**config.mk**
```make
export PLATFORM = sky130hd
export DESIGN_NAME = esp_uart
export DESIGN_NICKNAME = d
export VERILOG_FILES = /design/src/esp_pkg.sv /design/src/esp_uart.sv /design/src/esp_buf2.sv
export SDC_FILE = /design/constraint.sdc
export NUM_CORES = 1
export LEC_CHECK = 0
export BUFFER_PORTS_ARGS = -buffer_cell sky130_fd_sc_hd__buf_2
export CAP_MARGIN = 20
export CELL_PAD_IN_SITES_DETAIL_PLACEMENT = 1
export CELL_PAD_IN_SITES_GLOBAL_PLACEMENT = 2
export CORE_ASPECT_RATIO = 0.6
export CORE_MARGIN = 2
export CORE_UTILIZATION = 25
export CTS_CLUSTER_SIZE = 8
export DETAILED_ROUTE_END_ITERATION = 12
export PLACE_DENSITY_LB_ADDON = 0.1
export SYNTH_ARGS = -nofsm -noshare
export SYNTH_HDL_FRONTEND = slang
export SYNTH_SLANG_ARGS = --single-unit
```
**constraint.sdc**
```tcl
create_clock -name clk -period 2.7 [get_ports clk]
set_input_delay 0.27 -clock clk [delete_from_list [all_inputs] [get_ports clk]]
set_output_delay 0.27 -clock clk [all_outputs]
set_load 0.02 [all_outputs]
```
**src/esp_pkg.sv**
```systemverilog
// Constants and types shared by the serial port core and its bench.
// Assumes a single system clock; all counts are in system clocks or
// baud ticks.
package esp_pkg;

   // Mode select encodings {mode_select_high, mode_select_low}
   localparam logic [1:0] MODE_SHIFT = 2'h0;
   localparam logic [1:0] MODE_VAR8 = 2'h1;
   localparam logic [1:0] MODE_FIX9 = 2'h2;
   localparam logic [1:0] MODE_VAR9 = 2'h3;

   // Oversampling: 16 ticks per bit
   localparam logic [3:0] OS_LAST = 4'hF;
   localparam logic [3:0] VOTE_S7 = 4'h7;
   localparam logic [3:0] VOTE_S8 = 4'h8;
   localparam logic [3:0] VOTE_S9 = 4'h9;

   // Prescaler last counts: tick every (last + 1) source events
   localparam logic [1:0] PRE_M2_SLOW = 2'h3;
   localparam logic [1:0] PRE_M2_FAST = 2'h1;
   localparam logic [1:0] PRE_T1_SLOW = 2'h1;
   localparam logic [1:0] PRE_T1_FAST = 2'h0;
   localparam logic [1:0] PRE_T2_SYS = 2'h1;
   localparam logic [1:0] PRE_T2_EXT = 2'h0;

   // Shift mode clock period last count and mid point
   localparam logic [3:0] M0_SLOW_LAST = 4'hB;
   localparam logic [3:0] M0_SLOW_MID = 4'h5;
   localparam logic [3:0] M0_FAST_LAST = 4'h3;
   localparam logic [3:0] M0_FAST_MID = 4'h1;
   localparam logic [3:0] M0_BITS = 4'h8;

   // Last bit index of an asynchronous frame (start = 0)
   localparam logic [3:0] LAST_BIT_10 = 4'h9;
   localparam logic [3:0] LAST_BIT_11 = 4'hA;

   typedef struct packed {
      logic ninth;
      logic [7:0] data;
   } esp_rx_word_t;

endpackage : esp_pkg

```
**src/esp_uart.sv**
```systemverilog
// Serial port core: shift mode and three asynchronous modes.
// Assumes timer overflow pulses come from timers outside this block and
// all inputs are synchronous to clk.
//
// What this block does
// Four modes from two select bits
// Transmit starts after next divide-by-16 rollover
// Ten-bit frame; done flag at stop
// Receive only when enabled, on falling edge
// Sample 16x; reset counter at start edge
// Majority vote of samples seven, eight, nine
// Bad start bit aborts and rearms receiver
// Ten-bit load gated by flag and stop
// Rearm after frame; software clears done flag
// Eleven-bit frame with programmable ninth bit
// Buffer write copies ninth bit into shifter
// Eleven-bit done flag at eleventh rollover
// Eleven-bit load gated by ninth bit, address
// Eleven-bit stop bit is not stored
// Mode three: nine-bit frame, timer rate
// Mode two: clock over 64 or 32
// Shift mode: clock over 12 or 4
// Timer1 overflow rate, doubler selects halving
// Timer2 system clock: overflow over 32
// Timer2 external clock: overflow over 16
// Shared baud source selects Timer1 or Timer2
`timescale 1ns/1ps
module esp_uart (
   input wire logic clk,
   input wire logic nrst,
   input wire logic mode_select_high,
   input wire logic mode_select_low,
   input wire logic multiproc_select_bit,
   input wire logic baud_doubler,
   input wire logic rx_enable,
   input wire logic baud_src_timer2,
   input wire logic timer2_ext_clk,
   input wire logic timer1_ovf,
   input wire logic timer2_ovf,
   input wire logic serial_buffer_wr,
   input wire logic [7:0] serial_buffer_wdata,
   input wire logic tx_ninth_bit,
   input wire logic tx_done_clr,
   input wire logic rx_done_clr,
   input wire logic [7:0] slave_addr,
   input wire logic [7:0] slave_mask,
   input wire logic rxd_in,
   output logic rxd_out,
   output logic rxd_oe_n,
   output logic txd,
   output logic tx_done_flag,
   output logic rx_done_flag,
   output logic rx_ninth_bit,
   output logic rx_valid,
   input wire logic rx_ready,
   output esp_pkg::esp_rx_word_t rx_word
);
   typedef enum logic [2:0] {
      TX_IDLE, TX_WAIT, TX_SEND, SH_TX, SH_RX
   } esp_tx_state_t;
   typedef enum logic {RX_IDLE, RX_BITS} esp_rx_state_t;

   // Reset release through two flops
   logic rst_meta;
   logic rst_n;
   always_ff @(posedge clk or negedge nrst) begin
      if (!nrst) begin
         rst_meta <= 1'b0;
         rst_n <= 1'b0;
      end else begin
         rst_meta <= 1'b1;
         rst_n <= rst_meta;
      end
   end

   // Mode decode
   wire [1:0] mode = {mode_select_high, mode_select_low};
   wire is_shift = mode == esp_pkg::MODE_SHIFT;
   wire is_fixed = mode == esp_pkg::MODE_FIX9;
   wire is_nine = mode_select_high;
   wire [3:0] last_bit = is_nine ? esp_pkg::LAST_BIT_11
                                 : esp_pkg::LAST_BIT_10;

   // Baud tick at 16x bit rate
   logic [1:0] pre;
   wire src_evt = is_fixed ? 1'b1
                : baud_src_timer2 ? timer2_ovf : timer1_ovf;
   wire [1:0] t1_last = baud_doubler ? esp_pkg::PRE_T1_FAST
                                     : esp_pkg::PRE_T1_SLOW;
   wire [1:0] t2_last = timer2_ext_clk ? esp_pkg::PRE_T2_EXT
                                       : esp_pkg::PRE_T2_SYS;
   wire [1:0] m2_last = baud_doubler ? esp_pkg::PRE_M2_FAST
                                     : esp_pkg::PRE_M2_SLOW;
   wire [1:0] pre_last = is_fixed ? m2_last
                       : baud_src_timer2 ? t2_last : t1_last;
   wire os_tick = src_evt && pre == pre_last;

   always_ff @(posedge clk or negedge rst_n) begin
      if (!rst_n) pre <= 2'h0;
      else if (os_tick) pre <= 2'h0;
      else if (src_evt) pre <= pre + 2'h1;
   end

   // Free-running divide-by-16 for the transmitter
   logic [3:0] tx_div;
   wire tx_roll = os_tick && tx_div == esp_pkg::OS_LAST;
   always_ff @(posedge clk or negedge rst_n) begin
      if (!rst_n) tx_div <= 4'h0;
      else if (os_tick) tx_div <= tx_div + 4'h1;
   end

   // Shift mode clock
   wire [3:0] m0_last = multiproc_select_bit ? esp_pkg::M0_FAST_LAST
                                             : esp_pkg::M0_SLOW_LAST;
   wire [3:0] m0_mid = multiproc_select_bit ? esp_pkg::M0_FAST_MID
                                            : esp_pkg::M0_SLOW_MID;

   // Transmit path; shift mode shares the shifter
   esp_tx_state_t tx_state;
   logic [10:0] tx_sh;
   logic [3:0] tx_bits;
   logic [3:0] m0_cnt;
   wire tx_free = tx_state == TX_IDLE;
   // Writes while busy are dropped; the frame in flight is kept
   wire tx_start = serial_buffer_wr && tx_free;
   wire m0_fall = m0_cnt == m0_last;
   wire m0_rise = m0_cnt == m0_mid;
   wire m0_rx_start = is_shift && tx_free && !serial_buffer_wr
                    && rx_enable && !rx_done_flag;
   wire m0_tx_end = tx_state == SH_TX && m0_fall
                  && tx_bits == esp_pkg::M0_BITS;
   wire m0_load = tx_state == SH_RX && m0_rise
                && tx_bits == esp_pkg::M0_BITS - 4'h1;
   wire tx_stop = tx_state == TX_SEND && tx_roll && tx_bits == last_bit;
   wire tx_sh_bit9 = is_nine ? tx_ninth_bit : 1'b1;

   always_ff @(posedge clk or negedge rst_n) begin
      if (!rst_n) begin
         tx_state <= TX_IDLE;
         tx_sh <= 11'h7FF;
         tx_bits <= 4'h0;
         m0_cnt <= 4'h0;
         txd <= 1'b1;
         rxd_out <= 1'b1;
         rxd_oe_n <= 1'b1;
      end else begin
         m0_cnt <= m0_fall ? 4'h0 : m0_cnt + 4'h1;
         case (tx_state)
            TX_IDLE: begin
               tx_bits <= 4'h0;
               m0_cnt <= 4'h0;
               if (tx_start && is_shift) begin
                  tx_sh <= {3'h7, serial_buffer_wdata};
                  rxd_oe_n <= 1'b0;
                  tx_state <= SH_TX;
               end else if (tx_start) begin
                  tx_sh <= {1'b1, tx_sh_bit9, serial_buffer_wdata,
                            1'b0};
                  tx_state <= TX_WAIT;
               end else if (m0_rx_start) begin
                  tx_state <= SH_RX;
               end
            end
            TX_WAIT: begin
               if (tx_roll) begin
                  txd <= tx_sh[0];
                  tx_sh <= {1'b1, tx_sh[10:1]};
                  tx_bits <= 4'h1;
                  tx_state <= TX_SEND;
               end
            end
            TX_SEND: begin
               if (tx_roll && tx_bits > last_bit) begin
                  tx_state <= TX_IDLE;
               end else if (tx_roll) begin
                  txd <= tx_sh[0];
                  tx_sh <= {1'b1, tx_sh[10:1]};
                  tx_bits <= tx_bits + 4'h1;
               end
            end
            SH_TX: begin
               // Data changes on the falling edge of the shift clock
               if (m0_tx_end) begin
                  txd <= 1'b1;
                  rxd_out <= 1'b1;
                  rxd_oe_n <= 1'b1;
                  tx_state <= TX_IDLE;
               end else if (m0_fall) begin
                  txd <= 1'b0;
                  rxd_out <= tx_sh[0];
                  tx_sh <= {1'b0, tx_sh[10:1]};
                  tx_bits <= tx_bits + 4'h1;
               end else if (m0_rise) begin
                  txd <= 1'b1;
               end
            end
            SH_RX: begin
               // Data latched on the rising edge of the shift clock
               if (m0_fall) begin
                  txd <= 1'b0;
               end else if (m0_rise) begin
                  txd <= 1'b1;
                  tx_sh <= {3'h7, rxd_in, tx_sh[7:1]};
                  tx_bits <= tx_bits + 4'h1;
                  if (m0_load) tx_state <= TX_IDLE;
               end
            end
            default: tx_state <= TX_IDLE;
         endcase
      end
   end

   // Transmit done flag: a set in the clearing cycle wins
   always_ff @(posedge clk or negedge rst_n) begin
      if (!rst_n) tx_done_flag <= 1'b0;
      else if (tx_stop || m0_tx_end) tx_done_flag <= 1'b1;
      else if (tx_done_clr) tx_done_flag <= 1'b0;
   end

   // Asynchronous receiver
   esp_rx_state_t rx_state;
   logic rx_prev;
   logic [3:0] rx_div;
   logic [3:0] rx_bits;
   logic rx_s7;
   logic rx_s8;
   logic [8:0] rx_sh;
   wire rx_fall = os_tick && rx_state == RX_IDLE && !is_shift
                && rx_enable && rx_prev && !rxd_in;
   wire rx_vote_pt = os_tick && rx_state == RX_BITS
                   && rx_div == esp_pkg::VOTE_S9;
   wire vote = (rx_s7 & rx_s8) | (rx_s7 & rxd_in) | (rx_s8 & rxd_in);
   wire rx_abort = rx_vote_pt && rx_bits == 4'h0 && vote;
   wire rx_finish = rx_vote_pt && rx_bits == last_bit;
   wire [7:0] rx_byte = is_nine ? rx_sh[7:0] : rx_sh[8:1];
   wire rx_nb = is_nine ? rx_sh[8] : vote;
   wire given_ok = ((rx_byte ^ slave_addr) & slave_mask) == 8'h00;
   wire [7:0] bcast = slave_addr | slave_mask;
   wire bcast_ok = (rx_byte & bcast) == bcast;
   wire addr_ok = given_ok || bcast_ok;
   wire buf_ready;
   wire mp_ok = !multiproc_select_bit
              || (is_nine ? rx_sh[8] && addr_ok : vote);
   // A full buffer drops the frame like a set done flag
   wire async_load = rx_finish && !rx_done_flag && buf_ready && mp_ok;
   wire load = async_load || m0_load;

   always_ff @(posedge clk or negedge rst_n) begin
      if (!rst_n) begin
         rx_state <= RX_IDLE;
         rx_prev <= 1'b1;
         rx_div <= 4'h0;
         rx_bits <= 4'h0;
         rx_s7 <= 1'b1;
         rx_s8 <= 1'b1;
         rx_sh <= 9'h000;
      end else if (rx_state == RX_IDLE) begin
         if (os_tick) rx_prev <= rxd_in;
         if (rx_fall) begin
            rx_div <= 4'h0;
            rx_bits <= 4'h0;
            rx_state <= RX_BITS;
         end
      end else if (os_tick) begin
         rx_div <= rx_div + 4'h1;
         if (rx_div == esp_pkg::VOTE_S7) rx_s7 <= rxd_in;
         if (rx_div == esp_pkg::VOTE_S8) rx_s8 <= rxd_in;
         if (rx_abort || rx_finish) begin
            rx_state <= RX_IDLE;
            rx_prev <= rxd_in;
         end else if (rx_vote_pt) begin
            if (rx_bits != 4'h0) rx_sh <= {vote, rx_sh[8:1]};
            rx_bits <= rx_bits + 4'h1;
         end
      end
   end

   // Receive flags; a set in the clearing cycle wins
   always_ff @(posedge clk or negedge rst_n) begin
      if (!rst_n) begin
         rx_done_flag <= 1'b0;
         rx_ninth_bit <= 1'b0;
      end else begin
         if (load) rx_done_flag <= 1'b1;
         else if (rx_done_clr) rx_done_flag <= 1'b0;
         if (async_load) rx_ninth_bit <= rx_nb;
      end
   end

   esp_pkg::esp_rx_word_t in_word;
   assign in_word.ninth = async_load ? rx_nb : rx_ninth_bit;
   // Shift receive takes its eighth bit in the load cycle itself
   assign in_word.data = async_load ? rx_byte : {rxd_in, tx_sh[7:1]};

   esp_buf2 #(.W($bits(esp_pkg::esp_rx_word_t))) u_rx_buf (
      .clk(clk),
      .rst_n(rst_n),
      .in_valid(load),
      .in_ready(buf_ready),
      .in_data(in_word),
      .out_valid(rx_valid),
      .out_ready(rx_ready),
      .out_data(rx_word)
   );

   // Checks
   wire m2_slow = is_fixed && !baud_doubler;
endmodule : esp_uart

```
**src/esp_buf2.sv**
```systemverilog
// Two-entry buffer with valid/ready on both sides; outputs registered.
// Assumes one clock and an active-low asynchronous reset already
// synchronised by the parent.
`timescale 1ns/1ps
module esp_buf2 #(
   parameter int W = 9
)(
   input wire logic clk,
   input wire logic rst_n,
   input wire logic in_valid,
   output logic in_ready,
   input wire logic [W-1:0] in_data,
   output logic out_valid,
   input wire logic out_ready,
   output logic [W-1:0] out_data
);
   logic skid_valid;
   logic [W-1:0] skid_data;
   wire drain = out_ready | ~out_valid;

   assign in_ready = ~skid_valid;

   always_ff @(posedge clk or negedge rst_n) begin
      if (!rst_n) begin
         out_valid <= 1'b0;
         out_data <= '0;
         skid_valid <= 1'b0;
         skid_data <= '0;
      end else if (drain) begin
         if (skid_valid) begin
            out_data <= skid_data;
            skid_valid <= 1'b0;
         end else begin
            out_valid <= in_valid;
            if (in_valid) out_data <= in_data;
         end
      end else if (in_valid && !skid_valid) begin
         skid_valid <= 1'b1;
         skid_data <= in_data;
      end
   end
endmodule : esp_buf2

```
### After elaboration in Yosys (flattened, before gate mapping)

Index checks and enable logic that the tools add are counted.

| storage, ports and cells | value |
|---|---|
| bits in registers | 77 |
| input bits | 41 |
| output and inout port bits | 16 |

| operators by class | value |
|---|---|
| add/subtract/negate cells | 6 |
| $lt $le $gt $ge | 1 |
| equality and inequality tests | 34 |
| multiplexer cells | 81 |
| bitwise gates (word level) | 15 |
| reductions and logical operators | 71 |

Operator list:

| operator | count |
|---|---|
| $mux 11 | 8 |
| $mux 4 | 17 |
| $pmux 11 s5 | 1 |
| $mux 1 | 32 |
| $logic_and 1x1->1 | 30 |
| $mux 3 | 10 |
| $ne 2x2->1 const B | 11 |
| $add 4x1->4 const B | 5 |
| $pmux 4 s5 | 1 |
| $mux 9 | 2 |
| $and 8x8->8 | 2 |
| $eq 4x4->1 const B | 4 |
| $mux 8 | 2 |
| $reduce_bool 2->1 | 8 |
| $pmux 3 s5 | 1 |
| $reduce_and 2->1 | 7 |
| $reduce_and 7->1 | 2 |
| $eq 4x4->1 | 3 |
| $mux 2 | 5 |
| $reduce_and 3->1 | 3 |
| $eq 4x3->1 const B | 2 |
| $eq 8x8->1 | 1 |
| $logic_not 8->1 | 1 |
| $ne 2x1->1 const B | 4 |
| other kinds (27) | 46 |

### Logic depth before layout (Yosys ltp)

| logic depth | value |
|---|---|
| depth in word-level cells | 15 |
| depth in mapped cells | 11 |

### Cells and area by module

Synthesis repeated with hierarchy kept, for this count alone.

| second synthesis, totals | value |
|---|---|
| cells, all modules | 425 |
| area, all modules | 4561.9 um^2 |

Modules (own cells, without submodules):

| module | times used | cells each | area an instance (um^2) |
|---|---|---|---|
| esp_uart | 1 | 367 | 3638.5 |
| esp_buf2 | 1 | 58 | 923.4 |

### Least setup slack after synthesis

No wires, ideal clock.

| path | value |
|---|---|
| kind | input to register |
| start point | in mode_select_high |
| end point | reg u_rx_buf.skid_data[8] |
| setup time | 125 ps |
| arrival time | 2334 ps |
| slack | 241 ps |
| cell stages on the path | 11 |
| path buffers | 4 |
| path through | buf_6 buf_6 mux2i_2 mux2i_1 a2111oi_4 a211oi_1 or2_1 buf_6 a21o_1 buf_6 mux2_4 |

| on the way | value |
|---|---|
| cells in the longest elaborated chain, start to end | 13 |
| elaborated cells on any way between the ends | 28 |
| classes of those cells | eq/ne: 4; mux: 7; bitwise: 3; reduce/logical: 14 |

RTL lines:

| what | line | source |
|---|---|---|
| start, declared | esp_uart.sv:31 | `input wire logic mode_select_high,` |
| $eq 2x2->1 | esp_uart.sv:79 | `wire is_fixed = mode == esp_pkg::MODE_FIX9;` |
| $mux 2 | esp_uart.sv:94 | `wire [1:0] pre_last = is_fixed ? m2_last` |
| $eq 2x2->1 | esp_uart.sv:96 | `wire os_tick = src_evt && pre == pre_last;` |
| $logic_and 1x1->1 | esp_uart.sv:96 |  |
| $logic_and 1x1->1 | esp_uart.sv:230 | `wire rx_vote_pt = os_tick && rx_state == RX_BITS` |
| $logic_and 1x1->1 | esp_uart.sv:231 | `&& rx_div == esp_pkg::VOTE_S9;` |
| $logic_and 1x1->1 | esp_uart.sv:234 | `wire rx_finish = rx_vote_pt && rx_bits == last_bit;` |
| $logic_and 1x1->1 (3 in a row) | esp_uart.sv:245 | `wire async_load = rx_finish && !rx_done_flag && buf_ready && mp_ok;` |
| $logic_or 1x1->1 | esp_uart.sv:246 | `wire load = async_load \|\| m0_load;` |
| $logic_and 1x1->1 | esp_buf2.sv:37 | `end else if (in_valid && !skid_valid) begin` |
| $reduce_and 2->1 (no line) | -- |  |
| end signal, assigned | esp_buf2.sv:39 | `skid_data <= in_data;` |
| end, declared | esp_buf2.sv:18 | `logic [W-1:0] skid_data;` |

Several ways; a longest one is shown, not always the timed one.
A chain may end at the register's enable or synchronous reset.

### Final worst setup path

| path | value |
|---|---|
| start point | reg m0_cnt[0] |
| end point | reg tx_state[1] |

| on the way | value |
|---|---|
| cells in the longest elaborated chain, start to end | 5 |
| elaborated cells on any way between the ends | 11 |
| classes of those cells | eq/ne: 6; reduce/logical: 5 |

RTL lines:

| what | line | source |
|---|---|---|
| start, declared | esp_uart.sv:122 | `logic [3:0] m0_cnt;` |
| start signal, assigned | esp_uart.sv:147 | `m0_cnt <= m0_fall ? 4'h0 : m0_cnt + 4'h1;` |
| $eq 4x3->1 / $eq 4x4->1 (equally long branches) | esp_uart.sv:127, esp_uart.sv:126 |  |
| $logic_and 1x1->1 (on tied branches) | esp_uart.sv:132, esp_uart.sv:130 |  |
| $logic_and 1x1->1 (on tied branches) | esp_uart.sv:133, esp_uart.sv:131 |  |
| $ne 2x2->1 (no line) | -- |  |
| $reduce_and 7->1 (no line) (*) | -- |  |
| end signal, assigned | esp_uart.sv:139 | `tx_state <= TX_IDLE;` |
| end signal, assigned | esp_uart.sv:155 | `tx_state <= SH_TX;` |
| end signal, assigned | esp_uart.sv:159 | `tx_state <= TX_WAIT;` |
| end, declared | esp_uart.sv:119 | `esp_tx_state_t tx_state;` |

Every way passes the cells marked *; elsewhere a longest branch is shown, timed or not.

==> summary.md <==
| Metric | Value |
|---|---|
| Status | completed |
| Worst Path Max Fanout | 5 |
| Worst Skew | 6.96 ps |
| Total number of vias | 3,939 |
| Clk slew on worst S/H paths | 60 ps |
| Synthesis Warnings | 0 |
| # IOs | 57 |
| Final ANT Viol Nets | 0 |
| P per Cell Area | 816 nW/um^2 |
| Syn_nets | 529 |
| Layout cell share with drive strength beyond 1 | 0.308 |
| Final Non-Filler Cells | 831 |
| # setup viols final | 0 |
| Die boundary width | 181 um |
| Worst endpoint required time | 2930 ps |
| GPL Wtd Cong | 0.771 |
| Die Area | 19,900 sq um |
| Drt pass-1 iters | 4 |
| CTS tree | yes |
| Slew margin rel. | 0.279 |
| Netlist Area Pre-Place | 4690 sq um |
| Initial antenna violation count | 0 |
| Max IR drop VDD | 0.303 mV |
| Worst Hold Margin | 118 ps |
| CTS max path bufs | 2 |
| Final Max Slew Viols | 0 |
| Number of distinct library cells after synthesis | 64 |
| Finished Core Util | 0.330 |
| Final worst path period need | 2500 ps |
| Die height | 110 um |
| Final nets | 639 |
| Ys flop type | dfrtp_1 |
| WL/cell | 17.8 um |
| Core area | 18,200 sq um |
| Asr flop ratio synth | 1.00 |
| P&R area growth vs syn | 28.2% |
| Dpl cells | 814 |
| CTS buffer count | 9 |
| Worst stage delay on the critical path | 430 ps |
| Setup_tns | 0 ps |
| Clk sinks | 77 |
| I/O Buffers | 56 |
| CP most frequent cell | or3_1 |
| Syn Inst Count | 476 |
| Tcrit/Tclk final | 0.927 |
| Max Cap Viol | 0 |
| Initial Utilization | 0.258 |
| 1st-iter DRT viols | 143 |
| Num rows | 38 |
| Critical path startpoint category | register |
| Sequential-to-total area share from yosys stat | 0.415 |
| Bufs and invs on worst path | 0 |
| CTS HTree Levels | 3 |
| Post-synth EDFFs | 0 |
| Latest clock arrival within the worst-skew pair | 340 ps |
| Synth Register Bits | 77 |
| First-pass GRT wire length | 24.1 mm |
| DP Wirelength | 11.5 mm |
| Slew @ Worst Pin | 1070 ps |
| Antenna cells | 0 |
| Critical path arrival | 2730 ps |
| Post-CTS Setup Inserts | 0 |
| CTS Root Cell | clkbuf_16 |
| DRC Markers | 0 |
| Final hold violation count | 0 |
| HP Class | input pin to register |
| Vias per Instance | 4.74 |
| CP max stage cell | or3_1 |
| Critical path, cell by cell | ha_1 > nor2b_2 > nand2_2 > or3_1 > a31oi_1 > nand2_1 > or3_1 > o41ai_1 |
| Setup CP Type | register to register |
| Leakage Power | 2.81 nW |
| Avg Inst Size Synth | 9.86 sq um |
| RSZ-0062 raised after global routing | no |
| Commonest non-fill, non-tap cells in the layout | dfrtp_1 (59), buf_2 (56), buf_4 (55) |
| Vias in the first global route | 4,276 |
| Routed Wire Length | 14.8 mm |
| Most common cell after layout, fill and taps aside | dfrtp_1 |
| Top Family by Delay on Critical Path | simple AND/OR/NAND/NOR gates |
| F_max | 400 MHz |
| Largest net degree at the start of global routing | 64 |
| GRT Util Overall | 0.158 |
| Crit. End Element | register |
| Gr ovfl total | 0 |
## Yosys cell counts (5+ instances only)
master | n | area [sq um]
nor3b_1 | 5 | 37.5
nor2_1 | 39 | 146
nor2b_1 | 7 | 43.8
or3_1 | 6 | 37.5
nand3_1 | 8 | 40.0
mux2i_1 | 25 | 250
and3_1 | 8 | 50.1
or2_2 | 15 | 93.8
a31oi_1 | 7 | 43.8
inv_1 | 18 | 67.6
nand4_1 | 7 | 43.8
nand2_1 | 44 | 165
nand2b_1 | 13 | 81.3
ha_1 | 12 | 150
dfrtp_1 | 60 | 1500
o21ai_0 | 22 | 110
nor3_1 | 13 | 65.1
o21ai_1 | 8 | 40.0
mux2_1 | 23 | 259
xor2_1 | 5 | 43.8
dfstp_2 | 17 | 447
xnor2_1 | 11 | 96.3
a21oi_1 | 9 | 45.0
clkbuf_1 | 8 | 30.0
a211o_1 | 8 | 70.1
o221a_1 | 7 | 78.8
## cells by family after synthesis
| family | after synthesis | synth area share |
|---|---|---|
| AND/OR/NAND/NOR | 182 | 0.197 |
| adder cells (fa/ha/maj) | 13 | 0.0341 |
| other | 1 | 0.000799 |
| multiplexers | 57 | 0.137 |
| flip-flops | 77 | 0.415 |
| AO/OA/AOI/OAI | 95 | 0.150 |
| XOR/XNOR | 16 | 0.0299 |
| buffers and inverters | 35 | 0.0355 |
## metrics by stage
step                      setup WS [ps]  instance area, sq um  total power [mW]
after global routing               42.7                  6020              5.27
after floorplan                     241                  4690              2.83
after global placement            -6.63                  5660              3.52
after detailed placement          -91.4                  5660              3.58
final                               197                  6020              4.91
after CTS                          12.1                  5990              4.97
## layer usage
| layer | vias to the layer above | track usage | routed length, um |
|---|---|---|---|
| met5 | - | 0 | 0 |
| met4 | 0 | 0.0346 | 99 |
| met3 | 9 | 0.0296 | 457 |
| met2 | 53 | 0.229 | 6000 |
| met1 | 1947 | 0.240 | 8230 |
| li1 | 1930 | - | - |
## what timing repair did
item | in CTS | in global routing
hold buffers | 1 | 0
gates resized for setup | 0 | 8
setup endpoints to repair | 0 | 18
endpoints found under the hold margin | 2 | 0
## worst reg2reg max path: stages (launching register included)
cell	delay, ps
dfrtp_1	390
ha_1	210
nor2b_2	200
nand2_2	110
or3_1	430
a31oi_1	190
nand2_1	100
or3_1	420
o41ai_1	340
## state kept, by name, summed over array words and instances, names as in the netlist, 4 cells and up
name	flops
tx_div	4
tx_bits	4
u_rx_buf.out_data	9
rx_bits	4
m0_cnt	4
u_rx_buf.skid_data	9
tx_sh	11
rx_div	4
rx_sh	9
## layout make-up
| cell class | count | area [sq um] |
|---|---|---|
| clock buffer | 12 | 246 |
| clock inverter | 4 | 72.6 |
| fill | 2123 | 12200 |
| inverter | 18 | 67.6 |
| multi-input combinational | 364 | 2600 |
| sequential | 77 | 1950 |
| tap | 240 | 300 |
| timing repair buffer | 116 | 774 |
## report_power, final
| group | total (mW) | switching [mW] | internal, mW |
|---|---|---|---|
| clock | 1.35 | 0.512 | 0.835 |
| sequential | 1.81 | 0.320 | 1.49 |
| combinational | 1.75 | 0.916 | 0.832 |
| total | 4.91 | 1.75 | 3.16 |
## worst paths after layout
kind                                   from            to  slack, ps  cells past startpoint
worst min-delay path            rx_done_clr  rx_done_flag        120                      2
max in group asynchronous             rst_n      tx_sh[4]       1470                      1
worst max-delay path              m0_cnt[0]   tx_state[1]        200                      8
min in group asynchronous              nrst         rst_n        240                      2
worst min register to register     rst_meta         rst_n        350                      0
worst max register to register    m0_cnt[0]   tx_state[1]        200                      8
Note: power is estimated with default switching activity, not from simulation.
